**config.mk**
```make
export PLATFORM = sky130hd
export DESIGN_NAME = setpoint_access_menu
export DESIGN_NICKNAME = d
export VERILOG_FILES = /design/src/rtl/setpoint_pkg.sv /design/src/rtl/setpoint_access_menu.sv /design/src/rtl/setpoint_bargraph.sv
export SDC_FILE = /design/constraint.sdc
export NUM_CORES = 1
export LEC_CHECK = 0
export ABC_AREA = 1
export BUFFER_PORTS_ARGS = -buffer_cell sky130_fd_sc_hd__buf_2
export CAP_MARGIN = 30
export CORE_MARGIN = 10
export CORE_UTILIZATION = 30
export CTS_CLUSTER_DIAMETER = 120
export DETAILED_ROUTE_END_ITERATION = 16
export PLACE_DENSITY = 0.47
export SYNTH_ARGS = -nofsm -noshare
export SYNTH_HDL_FRONTEND = slang
export SYNTH_SLANG_ARGS = --single-unit
```
**constraint.sdc**
```tcl
create_clock -name clk_i -period 17.3 [get_ports clk_i]
set_input_delay 5.19 -clock clk_i [delete_from_list [all_inputs] [get_ports clk_i]]
set_output_delay 5.19 -clock clk_i [all_outputs]
set_load 0.02 [all_outputs]
```
**src/rtl/setpoint_pkg.sv**
```systemverilog
// Purpose: shared constants and types for the setpoint access menu
// Assumes: values are four packed decimal digits, most significant first
// Notes:   register offsets are byte addresses on the wishbone bus
package setpoint_pkg;
  // clock and timing
  localparam int unsigned CLK_HZ       = 250_000_000;
  localparam int unsigned SEC_PERIOD_S = 1;
  localparam int unsigned SEC_CYCLES   = CLK_HZ * SEC_PERIOD_S;
  localparam int unsigned TIMEOUT_S    = 20;
  localparam int unsigned BLINK_MS     = 500;
  localparam int unsigned BLINK_CYCLES = (CLK_HZ / 1000) * BLINK_MS;

  // value layout
  localparam int unsigned DIGITS  = 4;
  localparam int unsigned DIG_W   = 4;
  localparam int unsigned VAL_W   = DIGITS * DIG_W;
  localparam int unsigned FULL_SC = 10000;
  localparam int unsigned SEGS    = 20;

  // register map
  localparam int unsigned ADR_W      = 5;
  localparam logic [4:0]  OFS_CTRL   = 5'h00;
  localparam logic [4:0]  OFS_CODE   = 5'h04;
  localparam logic [4:0]  OFS_SP1    = 5'h08;
  localparam logic [4:0]  OFS_SP2    = 5'h0c;
  localparam logic [4:0]  OFS_STATUS = 5'h10;

  // control fields
  localparam int unsigned CTRL_W       = 5;
  localparam int unsigned CTRL_ACCESS  = 0;
  localparam int unsigned CTRL_A1_LOW  = 1;
  localparam int unsigned CTRL_A2_HIGH = 2;
  localparam int unsigned CTRL_FMT_LO  = 3;
  localparam int unsigned CTRL_FMT_HI  = 4;

  // status fields
  localparam int unsigned ST_STATE_LSB = 0;
  localparam int unsigned ST_SEL_BIT   = 3;
  localparam int unsigned ST_DIG_LSB   = 4;
  localparam int unsigned ST_BUF_LSB   = 16;

  // reset values
  localparam logic [4:0]  CTRL_RST = 5'h00;
  localparam logic [15:0] CODE_RST = 16'h0000;
  localparam logic [15:0] SP_RST   = 16'h0000;

  typedef enum {
    ST_DISPLAY,
    ST_CODE_PROMPT,
    ST_CODE_EDIT,
    ST_SP_PROMPT,
    ST_SP_EDIT
  } menu_state_t;
endpackage

```
**src/rtl/setpoint_access_menu.sv**
```systemverilog
// Purpose: front panel setpoint access menu with wishbone registers
// Assumes: buttons are synchronous, debounced levels, high when pressed
// Notes:   menu store to a setpoint wins over a bus write the same cycle
// Functional notes
// RULE1: select plus up enters access menu
// RULE2: no code protection shows first setpoint prompt
// RULE3: protected: code prompt, select starts entry
// RULE4: code entry: up/down change digit, right advances
// RULE5: matching code plus enter shows first prompt
// RULE6: up or down toggles between setpoint prompts
// RULE7: wrong code or 20 s idle returns
// RULE8: select edits stored setpoint digit by digit
// RULE9: enter stores; enter again returns to display
// RULE10: key combination works only when access enabled
// RULE11: bargraph format shows value with setpoints
// RULE12: regions beyond setpoints lit, value single bar
// RULE13: value bar flashes next to setpoint region
// RULE14: value equal setpoint flashes whole region
// RULE15: format valid: low, high, first below second
// RULE16: invalid format flashes scale, no bars
// RULE17: separate four digit decimal access code
// RULE18: code all zeros disables the check
// RULE19: idle seconds restart on each press
//
// The Wishbone register port and the register addresses were decided locally.
`timescale 1ns/100ps
module setpoint_access_menu #(
  parameter int unsigned SEC_CYCLES   = setpoint_pkg::SEC_CYCLES,
  parameter int unsigned BLINK_CYCLES = setpoint_pkg::BLINK_CYCLES,
  parameter int unsigned SEGS         = setpoint_pkg::SEGS
) (
  input  wire logic            clk_i,
  input  wire logic            rst_i,
  input  wire logic            wb_cyc_i,
  input  wire logic            wb_stb_i,
  input  wire logic            wb_we_i,
  input  wire logic [4:0]      wb_adr_i,
  input  wire logic [3:0]      wb_sel_i,
  input  wire logic [31:0]     wb_dat_i,
  output logic      [31:0]     wb_dat_o,
  output logic                 wb_ack_o,
  input  wire logic            btn_select_i,
  input  wire logic            btn_up_i,
  input  wire logic            btn_down_i,
  input  wire logic            btn_right_i,
  input  wire logic            btn_enter_i,
  input  wire logic [15:0]     value_i,
  output logic      [2:0]      menu_state_o,
  output logic      [15:0]     disp_value_o,
  output logic      [1:0]      flash_digit_o,
  output logic                 edit_active_o,
  output logic      [SEGS-1:0] bar_o,
  output logic                 scale_on_o
);
  if (SEC_CYCLES < 2 || BLINK_CYCLES < 2) $error("divider count too short");
  // packed decimal digit step, position 0 is the leftmost digit
  function automatic logic [15:0] bump(input logic [15:0] v,
                                       input logic [1:0]  pos,
                                       input logic        inc);
    logic [3:0] d;
    logic [4:0] sh;
    sh = {1'b0, ~pos, 2'b00};
    d  = 4'(v >> sh);
    if (inc) d = (d >= 4'h9) ? 4'h0 : d + 4'h1;
    else     d = (d == 4'h0) ? 4'h9 : d - 4'h1;
    return (v & ~(16'h000f << sh)) | (16'(d) << sh);
  endfunction
  logic [4:0]  ctrl;
  logic [15:0] code;
  logic [15:0] sp1;
  logic [15:0] sp2;
  logic [4:0]  next_ctrl;
  logic [15:0] next_code;
  logic [15:0] next_sp1;
  logic [15:0] next_sp2;
  logic [31:0] next_dat;
  logic        next_ack;
  logic        bus_wr;
  setpoint_pkg::menu_state_t state;
  setpoint_pkg::menu_state_t next_state;
  logic        sel;
  logic        next_sel;
  logic [15:0] ebuf;
  logic [15:0] next_ebuf;
  logic [1:0]  digit;
  logic [1:0]  next_digit;
  logic [4:0]  idle_s;
  logic [4:0]  next_idle_s;
  logic [31:0] sec_cnt;
  logic [31:0] next_sec_cnt;
  logic [4:0]  prev_btn;
  logic [4:0]  btn;
  logic [4:0]  press;
  logic        any_press;
  logic        combo;
  logic        timeout;
  logic        store;
  logic [31:0] blink_cnt;
  logic [31:0] next_blink_cnt;
  logic        blink;
  logic        next_blink;
  // button edges, order: enter right down up select
  always_comb begin
    btn       = {btn_enter_i, btn_right_i, btn_down_i, btn_up_i, btn_select_i};
    press     = btn & ~prev_btn;
    any_press = |press;
    combo     = btn_select_i & btn_up_i & (press[0] | press[1]); // [RULE1]
    timeout   = (state != setpoint_pkg::ST_DISPLAY) && !any_press
              && idle_s >= 5'(setpoint_pkg::TIMEOUT_S);         // [RULE7]
    store     = (state == setpoint_pkg::ST_SP_EDIT) && press[4]; // [RULE9]
  end
  // wishbone slave, one wait cycle, unmapped reads zero
  always_comb begin
    bus_wr    = wb_cyc_i & wb_stb_i & wb_we_i & !wb_ack_o;
    next_ack  = wb_cyc_i & wb_stb_i & !wb_ack_o;
    next_ctrl = ctrl;
    next_code = code;
    next_sp1  = sp1;
    next_sp2  = sp2;
    next_dat  = 32'h0000_0000;
    if (bus_wr) begin
      case (wb_adr_i)
        setpoint_pkg::OFS_CTRL:
          if (wb_sel_i[0]) next_ctrl = wb_dat_i[4:0];
        setpoint_pkg::OFS_CODE: begin // [RULE17]
          if (wb_sel_i[0]) next_code[7:0]  = wb_dat_i[7:0];
          if (wb_sel_i[1]) next_code[15:8] = wb_dat_i[15:8];
        end
        setpoint_pkg::OFS_SP1: begin
          if (wb_sel_i[0]) next_sp1[7:0]  = wb_dat_i[7:0];
          if (wb_sel_i[1]) next_sp1[15:8] = wb_dat_i[15:8];
        end
        setpoint_pkg::OFS_SP2: begin
          if (wb_sel_i[0]) next_sp2[7:0]  = wb_dat_i[7:0];
          if (wb_sel_i[1]) next_sp2[15:8] = wb_dat_i[15:8];
        end
        default: ;
      endcase
    end
    if (store && !sel) next_sp1 = ebuf; // [RULE9]
    if (store && sel)  next_sp2 = ebuf; // [RULE9]
    case (wb_adr_i)
      setpoint_pkg::OFS_CTRL:   next_dat = 32'(ctrl);
      setpoint_pkg::OFS_CODE:   next_dat = 32'(code);
      setpoint_pkg::OFS_SP1:    next_dat = 32'(sp1);
      setpoint_pkg::OFS_SP2:    next_dat = 32'(sp2);
      setpoint_pkg::OFS_STATUS: begin
        next_dat[setpoint_pkg::ST_STATE_LSB +: 3] = 3'(state);
        next_dat[setpoint_pkg::ST_SEL_BIT]        = sel;
        next_dat[setpoint_pkg::ST_DIG_LSB +: 2]   = digit;
        next_dat[setpoint_pkg::ST_BUF_LSB +: 16]  = ebuf;
      end
      default:                  next_dat = 32'h0000_0000;
    endcase
  end
  // register file and bus answer
  always_ff @(posedge clk_i) begin
    if (rst_i) begin
      ctrl     <= setpoint_pkg::CTRL_RST;
      code     <= setpoint_pkg::CODE_RST;
      sp1      <= setpoint_pkg::SP_RST;
      sp2      <= setpoint_pkg::SP_RST;
      wb_ack_o <= 1'b0;
      wb_dat_o <= 32'h0000_0000;
    end else begin
      ctrl     <= next_ctrl;
      code     <= next_code;
      sp1      <= next_sp1;
      sp2      <= next_sp2;
      wb_ack_o <= next_ack;
      wb_dat_o <= next_dat;
    end
  end
  // menu sequencing, idle seconds and blink timebase
  always_comb begin
    next_state     = state;
    next_sel       = sel;
    next_ebuf      = ebuf;
    next_digit     = digit;
    next_idle_s    = idle_s;
    next_sec_cnt   = sec_cnt + 32'h1;
    next_blink_cnt = blink_cnt + 32'h1;
    next_blink     = blink;
    if (blink_cnt >= 32'(BLINK_CYCLES - 1)) begin
      next_blink_cnt = 32'h0;
      next_blink     = !blink;
    end
    if (sec_cnt >= 32'(SEC_CYCLES - 1)) begin
      next_sec_cnt = 32'h0;
      next_idle_s  = idle_s + 5'h1; // [RULE19]
    end
    if (any_press || state == setpoint_pkg::ST_DISPLAY) begin
      next_sec_cnt = 32'h0; // [RULE19]
      next_idle_s  = 5'h0;
    end
    case (state)
      setpoint_pkg::ST_DISPLAY:
        if (combo && ctrl[setpoint_pkg::CTRL_ACCESS]) begin // [RULE10]
          next_sel = 1'b0;
          if (code == setpoint_pkg::CODE_RST)
            next_state = setpoint_pkg::ST_SP_PROMPT; // [RULE2] [RULE18]
          else
            next_state = setpoint_pkg::ST_CODE_PROMPT; // [RULE3]
        end
      setpoint_pkg::ST_CODE_PROMPT:
        if (press[0]) begin // [RULE3]
          next_state = setpoint_pkg::ST_CODE_EDIT;
          next_ebuf  = 16'h0000;
          next_digit = 2'h0;
        end
      setpoint_pkg::ST_CODE_EDIT, setpoint_pkg::ST_SP_EDIT: begin
        if (press[1])      next_ebuf  = bump(ebuf, digit, 1'b1); // [RULE4]
        else if (press[2]) next_ebuf  = bump(ebuf, digit, 1'b0); // [RULE8]
        if (press[3])      next_digit = digit + 2'h1;            // [RULE4]
        if (press[4] && state == setpoint_pkg::ST_SP_EDIT)
          next_state = setpoint_pkg::ST_SP_PROMPT;                // [RULE9]
        else if (press[4] && ebuf == code) begin
          next_state = setpoint_pkg::ST_SP_PROMPT;                // [RULE5]
          next_sel   = 1'b0;
        end else if (press[4])
          next_state = setpoint_pkg::ST_DISPLAY;                  // [RULE7]
      end
      setpoint_pkg::ST_SP_PROMPT:
        if (press[4])
          next_state = setpoint_pkg::ST_DISPLAY; // [RULE9]
        else if (press[0]) begin                 // [RULE8]
          next_state = setpoint_pkg::ST_SP_EDIT;
          next_ebuf  = sel ? sp2 : sp1;
          next_digit = 2'h0;
        end else if (press[1] || press[2])
          next_sel = !sel; // [RULE6]
      default: next_state = setpoint_pkg::ST_DISPLAY;
    endcase
    if (timeout) next_state = setpoint_pkg::ST_DISPLAY; // [RULE7]
  end
  // menu state registers
  always_ff @(posedge clk_i) begin
    if (rst_i) begin
      state     <= setpoint_pkg::ST_DISPLAY;
      sel       <= 1'b0;
      ebuf      <= 16'h0000;
      digit     <= 2'h0;
      idle_s    <= 5'h0;
      sec_cnt   <= 32'h0;
      prev_btn  <= 5'h1f;
      blink_cnt <= 32'h0;
      blink     <= 1'b0;
    end else begin
      state     <= next_state;
      sel       <= next_sel;
      ebuf      <= next_ebuf;
      digit     <= next_digit;
      idle_s    <= next_idle_s;
      sec_cnt   <= next_sec_cnt;
      prev_btn  <= btn;
      blink_cnt <= next_blink_cnt;
      blink     <= next_blink;
    end
  end

  // display drive: edit buffer while editing, else live value
  always_ff @(posedge clk_i) begin
    if (rst_i) begin
      menu_state_o  <= 3'h0;
      disp_value_o  <= 16'h0000;
      flash_digit_o <= 2'h0;
      edit_active_o <= 1'b0;
    end else begin
      menu_state_o  <= 3'(next_state);
      disp_value_o  <= (next_state == setpoint_pkg::ST_CODE_EDIT ||
                        next_state == setpoint_pkg::ST_SP_EDIT) ?
                       next_ebuf : value_i;
      flash_digit_o <= next_digit;
      edit_active_o <= next_state == setpoint_pkg::ST_CODE_EDIT ||
                       next_state == setpoint_pkg::ST_SP_EDIT;
    end
  end

  setpoint_bargraph #(
    .SEGS(SEGS)
  ) u_bar (
    .clk_i      (clk_i),
    .rst_i      (rst_i),
    .value_i    (value_i),
    .lo_i       (sp1),
    .hi_i       (sp2),
    .a1_low_i   (ctrl[setpoint_pkg::CTRL_A1_LOW]),
    .a2_high_i  (ctrl[setpoint_pkg::CTRL_A2_HIGH]),
    .fmt_lo_i   (ctrl[setpoint_pkg::CTRL_FMT_LO]),
    .fmt_hi_i   (ctrl[setpoint_pkg::CTRL_FMT_HI]),
    .blink_i    (blink),
    .bar_o      (bar_o),
    .scale_on_o (scale_on_o)
  );

  // checks on the menu sequence
  a_open_plain: assert property (@(posedge clk_i) // [RULE2] [RULE18]
    disable iff (rst_i) state == setpoint_pkg::ST_DISPLAY && combo &&
    ctrl[0] && code == 16'h0 |=> state == setpoint_pkg::ST_SP_PROMPT && !sel)
    else $error("plain open did not reach first prompt");
  a_open_locked: assert property (@(posedge clk_i) // [RULE1] [RULE3]
    disable iff (rst_i) state == setpoint_pkg::ST_DISPLAY && combo &&
    ctrl[0] && code != 16'h0 |=> state == setpoint_pkg::ST_CODE_PROMPT)
    else $error("protected open did not show code prompt");
  a_combo_off: assert property (@(posedge clk_i) // [RULE10]
    disable iff (rst_i) state == setpoint_pkg::ST_DISPLAY && !ctrl[0]
    |=> state == setpoint_pkg::ST_DISPLAY)
    else $error("menu opened while access disabled");
  a_code_right: assert property (@(posedge clk_i) // [RULE4]
    disable iff (rst_i) state == setpoint_pkg::ST_CODE_EDIT && !timeout
    && press == 5'h08 |=> digit == $past(digit) + 2'h1 && ebuf == $past(ebuf))
    else $error("right press did not advance digit");
  a_code_match: assert property (@(posedge clk_i) // [RULE5]
    disable iff (rst_i) state == setpoint_pkg::ST_CODE_EDIT && press[4] &&
    ebuf == code && !timeout |=> state == setpoint_pkg::ST_SP_PROMPT)
    else $error("good code refused");
  a_code_wrong: assert property (@(posedge clk_i) // [RULE7]
    disable iff (rst_i) state == setpoint_pkg::ST_CODE_EDIT && press[4] &&
    ebuf != code |=> state == setpoint_pkg::ST_DISPLAY)
    else $error("wrong code accepted");
  a_prompt_swap: assert property (@(posedge clk_i) // [RULE6]
    disable iff (rst_i) state == setpoint_pkg::ST_SP_PROMPT && !timeout
    && (press == 5'h02 || press == 5'h04) |=> sel != $past(sel))
    else $error("up or down press did not swap prompt");
  a_sp_store: assert property (@(posedge clk_i) // [RULE9]
    disable iff (rst_i) store |=> state == setpoint_pkg::ST_SP_PROMPT
    && ($past(sel) ? sp2 : sp1) == $past(ebuf))
    else $error("setpoint not stored on enter");
  a_sp_load: assert property (@(posedge clk_i) // [RULE8]
    disable iff (rst_i) state == setpoint_pkg::ST_SP_PROMPT && !timeout
    && press == 5'h01 |=> state == setpoint_pkg::ST_SP_EDIT && digit == 2'h0
    && ebuf == (sel ? sp2 : sp1))
    else $error("select did not load setpoint");
  a_idle_exit: assert property (@(posedge clk_i) // [RULE7]
    disable iff (rst_i) timeout |=> state == setpoint_pkg::ST_DISPLAY)
    else $error("idle menu not abandoned");
  a_idle_clear: assert property (@(posedge clk_i) // [RULE19]
    disable iff (rst_i) any_press |=> idle_s == 5'h0 && sec_cnt == 32'h0)
    else $error("press did not restart idle count");
endmodule

```
**src/rtl/setpoint_bargraph.sv**
```systemverilog
// Purpose: bargraph rendering of live value against both setpoints
// Assumes: inputs are packed decimal, 0 to 9999 over the full scale
// Notes:   output segments are registered, blink_i sets flash phase
`timescale 1ns/100ps
module setpoint_bargraph #(
  parameter int unsigned SEGS = setpoint_pkg::SEGS
) (
  input  wire logic            clk_i,
  input  wire logic            rst_i,
  input  wire logic [15:0]     value_i,
  input  wire logic [15:0]     lo_i,
  input  wire logic [15:0]     hi_i,
  input  wire logic            a1_low_i,
  input  wire logic            a2_high_i,
  input  wire logic            fmt_lo_i,
  input  wire logic            fmt_hi_i,
  input  wire logic            blink_i,
  output logic      [SEGS-1:0] bar_o,
  output logic                 scale_on_o
);
  if (SEGS < 2 || SEGS > 255) $error("bargraph segment count out of range");

  // packed decimal to segment index
  function automatic logic [7:0] seg_idx(input logic [15:0] v);
    logic [31:0] b;
    b = 32'(v[15:12]) * 32'd1000 + 32'(v[11:8]) * 32'd100
      + 32'(v[7:4]) * 32'd10 + 32'(v[3:0]);
    return 8'((b * SEGS) / setpoint_pkg::FULL_SC);
  endfunction

  logic [7:0]      v_idx;
  logic [7:0]      lo_idx;
  logic [7:0]      hi_idx;
  logic            fmt;
  logic            valid;
  logic            adj;
  logic [SEGS-1:0] next_bar;
  logic            next_scale;

  // shared terms for all segments
  always_comb begin
    v_idx  = seg_idx(value_i);
    lo_idx = seg_idx(lo_i);
    hi_idx = seg_idx(hi_i);
    fmt    = fmt_lo_i | fmt_hi_i;
    valid  = fmt & a1_low_i & a2_high_i & (lo_i < hi_i); // [RULE15]
    adj    = (fmt_lo_i && v_idx == lo_idx)
           | (fmt_hi_i && v_idx == hi_idx);              // [RULE13]
    next_scale = (fmt && !valid) ? blink_i : 1'b1;        // [RULE16]
  end

  // one segment per index
  for (genvar i = 0; i < SEGS; i++) begin : g_seg
    logic in_lo;
    logic in_hi;
    logic is_bar;
    assign in_lo  = fmt_lo_i && 8'(i) < lo_idx;  // [RULE11] [RULE12]
    assign in_hi  = fmt_hi_i && 8'(i) > hi_idx;  // [RULE11] [RULE12]
    assign is_bar = 8'(i) == v_idx;
    assign next_bar[i] = !valid ? 1'b0 :         // [RULE16]
      in_lo  ? ((value_i == lo_i) ? blink_i : 1'b1) :  // [RULE14]
      in_hi  ? ((value_i == hi_i) ? blink_i : 1'b1) :  // [RULE14]
      is_bar ? (adj ? blink_i : 1'b1) : 1'b0;          // [RULE12]
  end

  // register the display drive
  always_ff @(posedge clk_i) begin
    if (rst_i) begin
      bar_o      <= '0;
      scale_on_o <= 1'b1;
    end else begin
      bar_o      <= next_bar;
      scale_on_o <= next_scale;
    end
  end
endmodule

```
==> results.txt <==
Status: completed
Post-synthesis cell area: 27,600 µm²
Post-synth EDFFs: 0
DR pass1 iterations: 6
WL per Instance: 15.8 µm
Vias in the first global route: 26,372
Later-pin clock latency in the skew report: 0.63 ns
Crit-path max cell delay: 0.52 ns
Synth Register Bits: 250
CTS Buf Count: 31
Sequential-to-total area share from yosys stat: 0.182
Worst-path clk slew: 0.06 ns
Ant diodes: 0
Yosys top cell area share: 0.182
Site row count: 111
Io pins: 143
Highest-delay cell along the critical path: fa_1
Area leader, netlist: dfxtp_1
Post-CTS Setup Repair Bufs: 0
GRT overflow: 0
Worst Path Required: 17.81 ns
Endpoint type of the worst setup path: flip-flop
R2R Setup Slk: 4.76 ns
RR Endpoint: u_bar.bar_o[0]
ANT nets after route: 0
Largest net degree at the start of global routing: 54
Average vias per placed instance: 4.82
First-pass GRT wire length: 144 mm
Layout cells sized above 1: 0.101
Fin crit period: 16.03 ns
Syn Inst Count: 4,382
Rel. slew slack: 0.340
CP max FO: 19
CTS Root Cell: clkbuf_16
Hold path cells: 1
Min-Delay Endpoint: blink_cnt[0]
Gpl congestion: 0.946
Initial antenna violation count: 9
Area Overhead vs Synth: 11.5%
CTS Sinks: 250
Synth unique cells: 66
Synth Flop Type: dfxtp_1
HP Start: blink_cnt[0]
Most frequent CP cell: nand2_1
YS warnings: 0
Worst setup SP type: primary input
Crit share post-route: 0.927
FMAX: 0.0624 GHz
WP data arrival: 16.54 ns
Die ar.: 104,000 µm²
Setup CP Type: primary input to flip-flop
Initial Util: 0.302
Port bufs: 124
Max-slew violations: 0
Final count of hold timing violations: 0
FF-to-FF Start: sp1[14]
H-Tree Depth: 1
Leading post-synthesis cells by cell area: dfxtp_1 18%, nand2_1 15%, ha_1 11%
Vias: 27,714
Final WL: 90.6 mm
DRC marker count from the first detailed-route iteration: 1,600
FFs w/ async S/R, synth: 0
Final setup viols: 0
Total core area: 91,400 µm²
DRC Markers: 0
DIE HEIGHT: 323 µm
Clock buffer depth: 3
Post-DP HPWL: 74.0 mm
Worst-Margin Slew: 0.987 ns
CTS tree: built
Final setup TNS: 0 ns
Hold Path Class: flip-flop to flip-flop
Setup Skew: 0.0460 ns
Total GRT Usage: 0.170
Chip Width: 323 µm
R2R cell count: 68
MaxCap Viol Count: 0
NumNets Final: 4,902
Mapped Avg Cell Area: 6.29 µm²
cells in the mapped netlist, types with 16 or more instances:
cell type  instances
nor2_1           386
nand3b_1          17
nand2_1         1118
inv_1            670
xnor2_1           52
nor3_1            56
nand2_2           65
o22ai_1           23
clkbuf_1          44
xor2_1           110
nand3_2           25
nand2_4           22
o211ai_1          46
a21oi_1          223
nand3_1          315
ha_1             251
o21ai_1           24
dfxtp_1          250
nor4_1            35
nor2_4            23
nand4_1           69
o221ai_1          30
nor3b_1           18
nor2_2            34
clkinv_1          16
inv_2             37
o21ai_0          218
fa_1              42
per-layer routing:
metal  GRT usage  vias up  part of all wire
li1            -    14526                 -
met1       0.220    12438              0.46
met2       0.289      605              0.46
met3      0.0237      131             0.050
met4      0.0486       14             0.029
met5           0        -            0.0011
logic make-up (layout without fill, tap and decap cells):
kind of cell,count (synthesis),after routing,share of synthesized area
other cells,1,41,0.000136
buf+inv,790,932,0.113
flops,250,250,0.182
xor+xnor,163,163,0.0521
fa+ha+maj,293,293,0.144
simple gates,2222,2222,0.368
compound gates,663,663,0.142
area by class of cell:
cell class | instances | area, µm²
Clock inverter | 14 | 153
Multi-Input combinational cell | 3382 | 19600
Sequential cell | 250 | 5000
Timing Repair Buffer | 154 | 846
Tap cell | 1186 | 1480
Inverter | 723 | 2710
Fill cell | 10275 | 60700
Clock buffer | 41 | 893
worst max-delay path by stage:
stage | start | to | slack [ns] | cells after the start
2_1_floorplan | value_i[13] | u_bar.bar_o[8] | 2.78 | 71
3_3_place_gp | value_i[13] | u_bar.bar_o[4] | 0.33 | 69
3_5_place_dp | value_i[13] | u_bar.bar_o[17] | 0.31 | 67
4_1_cts | value_i[13] | u_bar.bar_o[17] | 0.91 | 67
5_1_grt | value_i[14] | u_bar.bar_o[14] | -0.03 | 72
6_report | value_i[13] | u_bar.bar_o[17] | 1.27 | 67
layout by cell type (no fill, tap or decap), types with 52 or more instances in the layout:
master and instances:
ha_1 251, xnor2_1 52, nor2_1 385, buf_2 124
nand4_1 69, o21ai_0 218, inv_1 670, nand2_1 1117
dfxtp_1 250, xor2_1 110, nor3_1 56, nand3_1 315
a21oi_1 223, nand2_2 66
worst max-delay path: cells and delay by family:
family	cells	cell delay (ns)
XOR/XNOR	1	0.16
buffers and inverters	7	0.68
AO/OA/AOI/OAI	6	1.08
AND/OR/NAND/NOR	45	6.54
adder cells (fa/ha/maj)	8	2.83
sequential cells by signal, summed over array words and instances (netlist names):
register / count
sp2: 16
sec_cnt: 32
ebuf: 16
sel: 1
flash_digit_o: 2
wb_dat_o: 32
code: 16
u_bar.scale_on_o: 1
blink_cnt: 32
ctrl: 5
idle_s: 5
disp_value_o: 16
u_bar.bar_o: 20
sp1: 16
wb_ack_o: 1
blink: 1
state: 32
edit_active_o: 1
prev_btn: 5
stage by stage:
stage / worst slack [ns] / util / cells / area (µm²) / hold slack, ns
3_3_place_gp: 0.335 / 0.325 / 5694 / 29700 / 0.434
6_report: 1.27 / 0.336 / 5750 / 30700 / 0.454
5_1_grt: -0.0287 / 0.336 / 5750 / 30700 / 0.474
2_1_floorplan: 2.78 / - / 4422 / 27700 / 0.418
4_1_cts: 0.910 / 0.336 / 5749 / 30700 / 0.450
3_5_place_dp: 0.307 / 0.325 / 5694 / 29700 / 0.438
what timing repair did:
action                     in CTS  in global routing
setup endpoints to repair       0                 18
gates resized for setup         0                  2
hold buffers                    0                  0
Power is not shown: default switching activity piles up to over one toggle a cycle in this logic, so the estimate is an artifact.
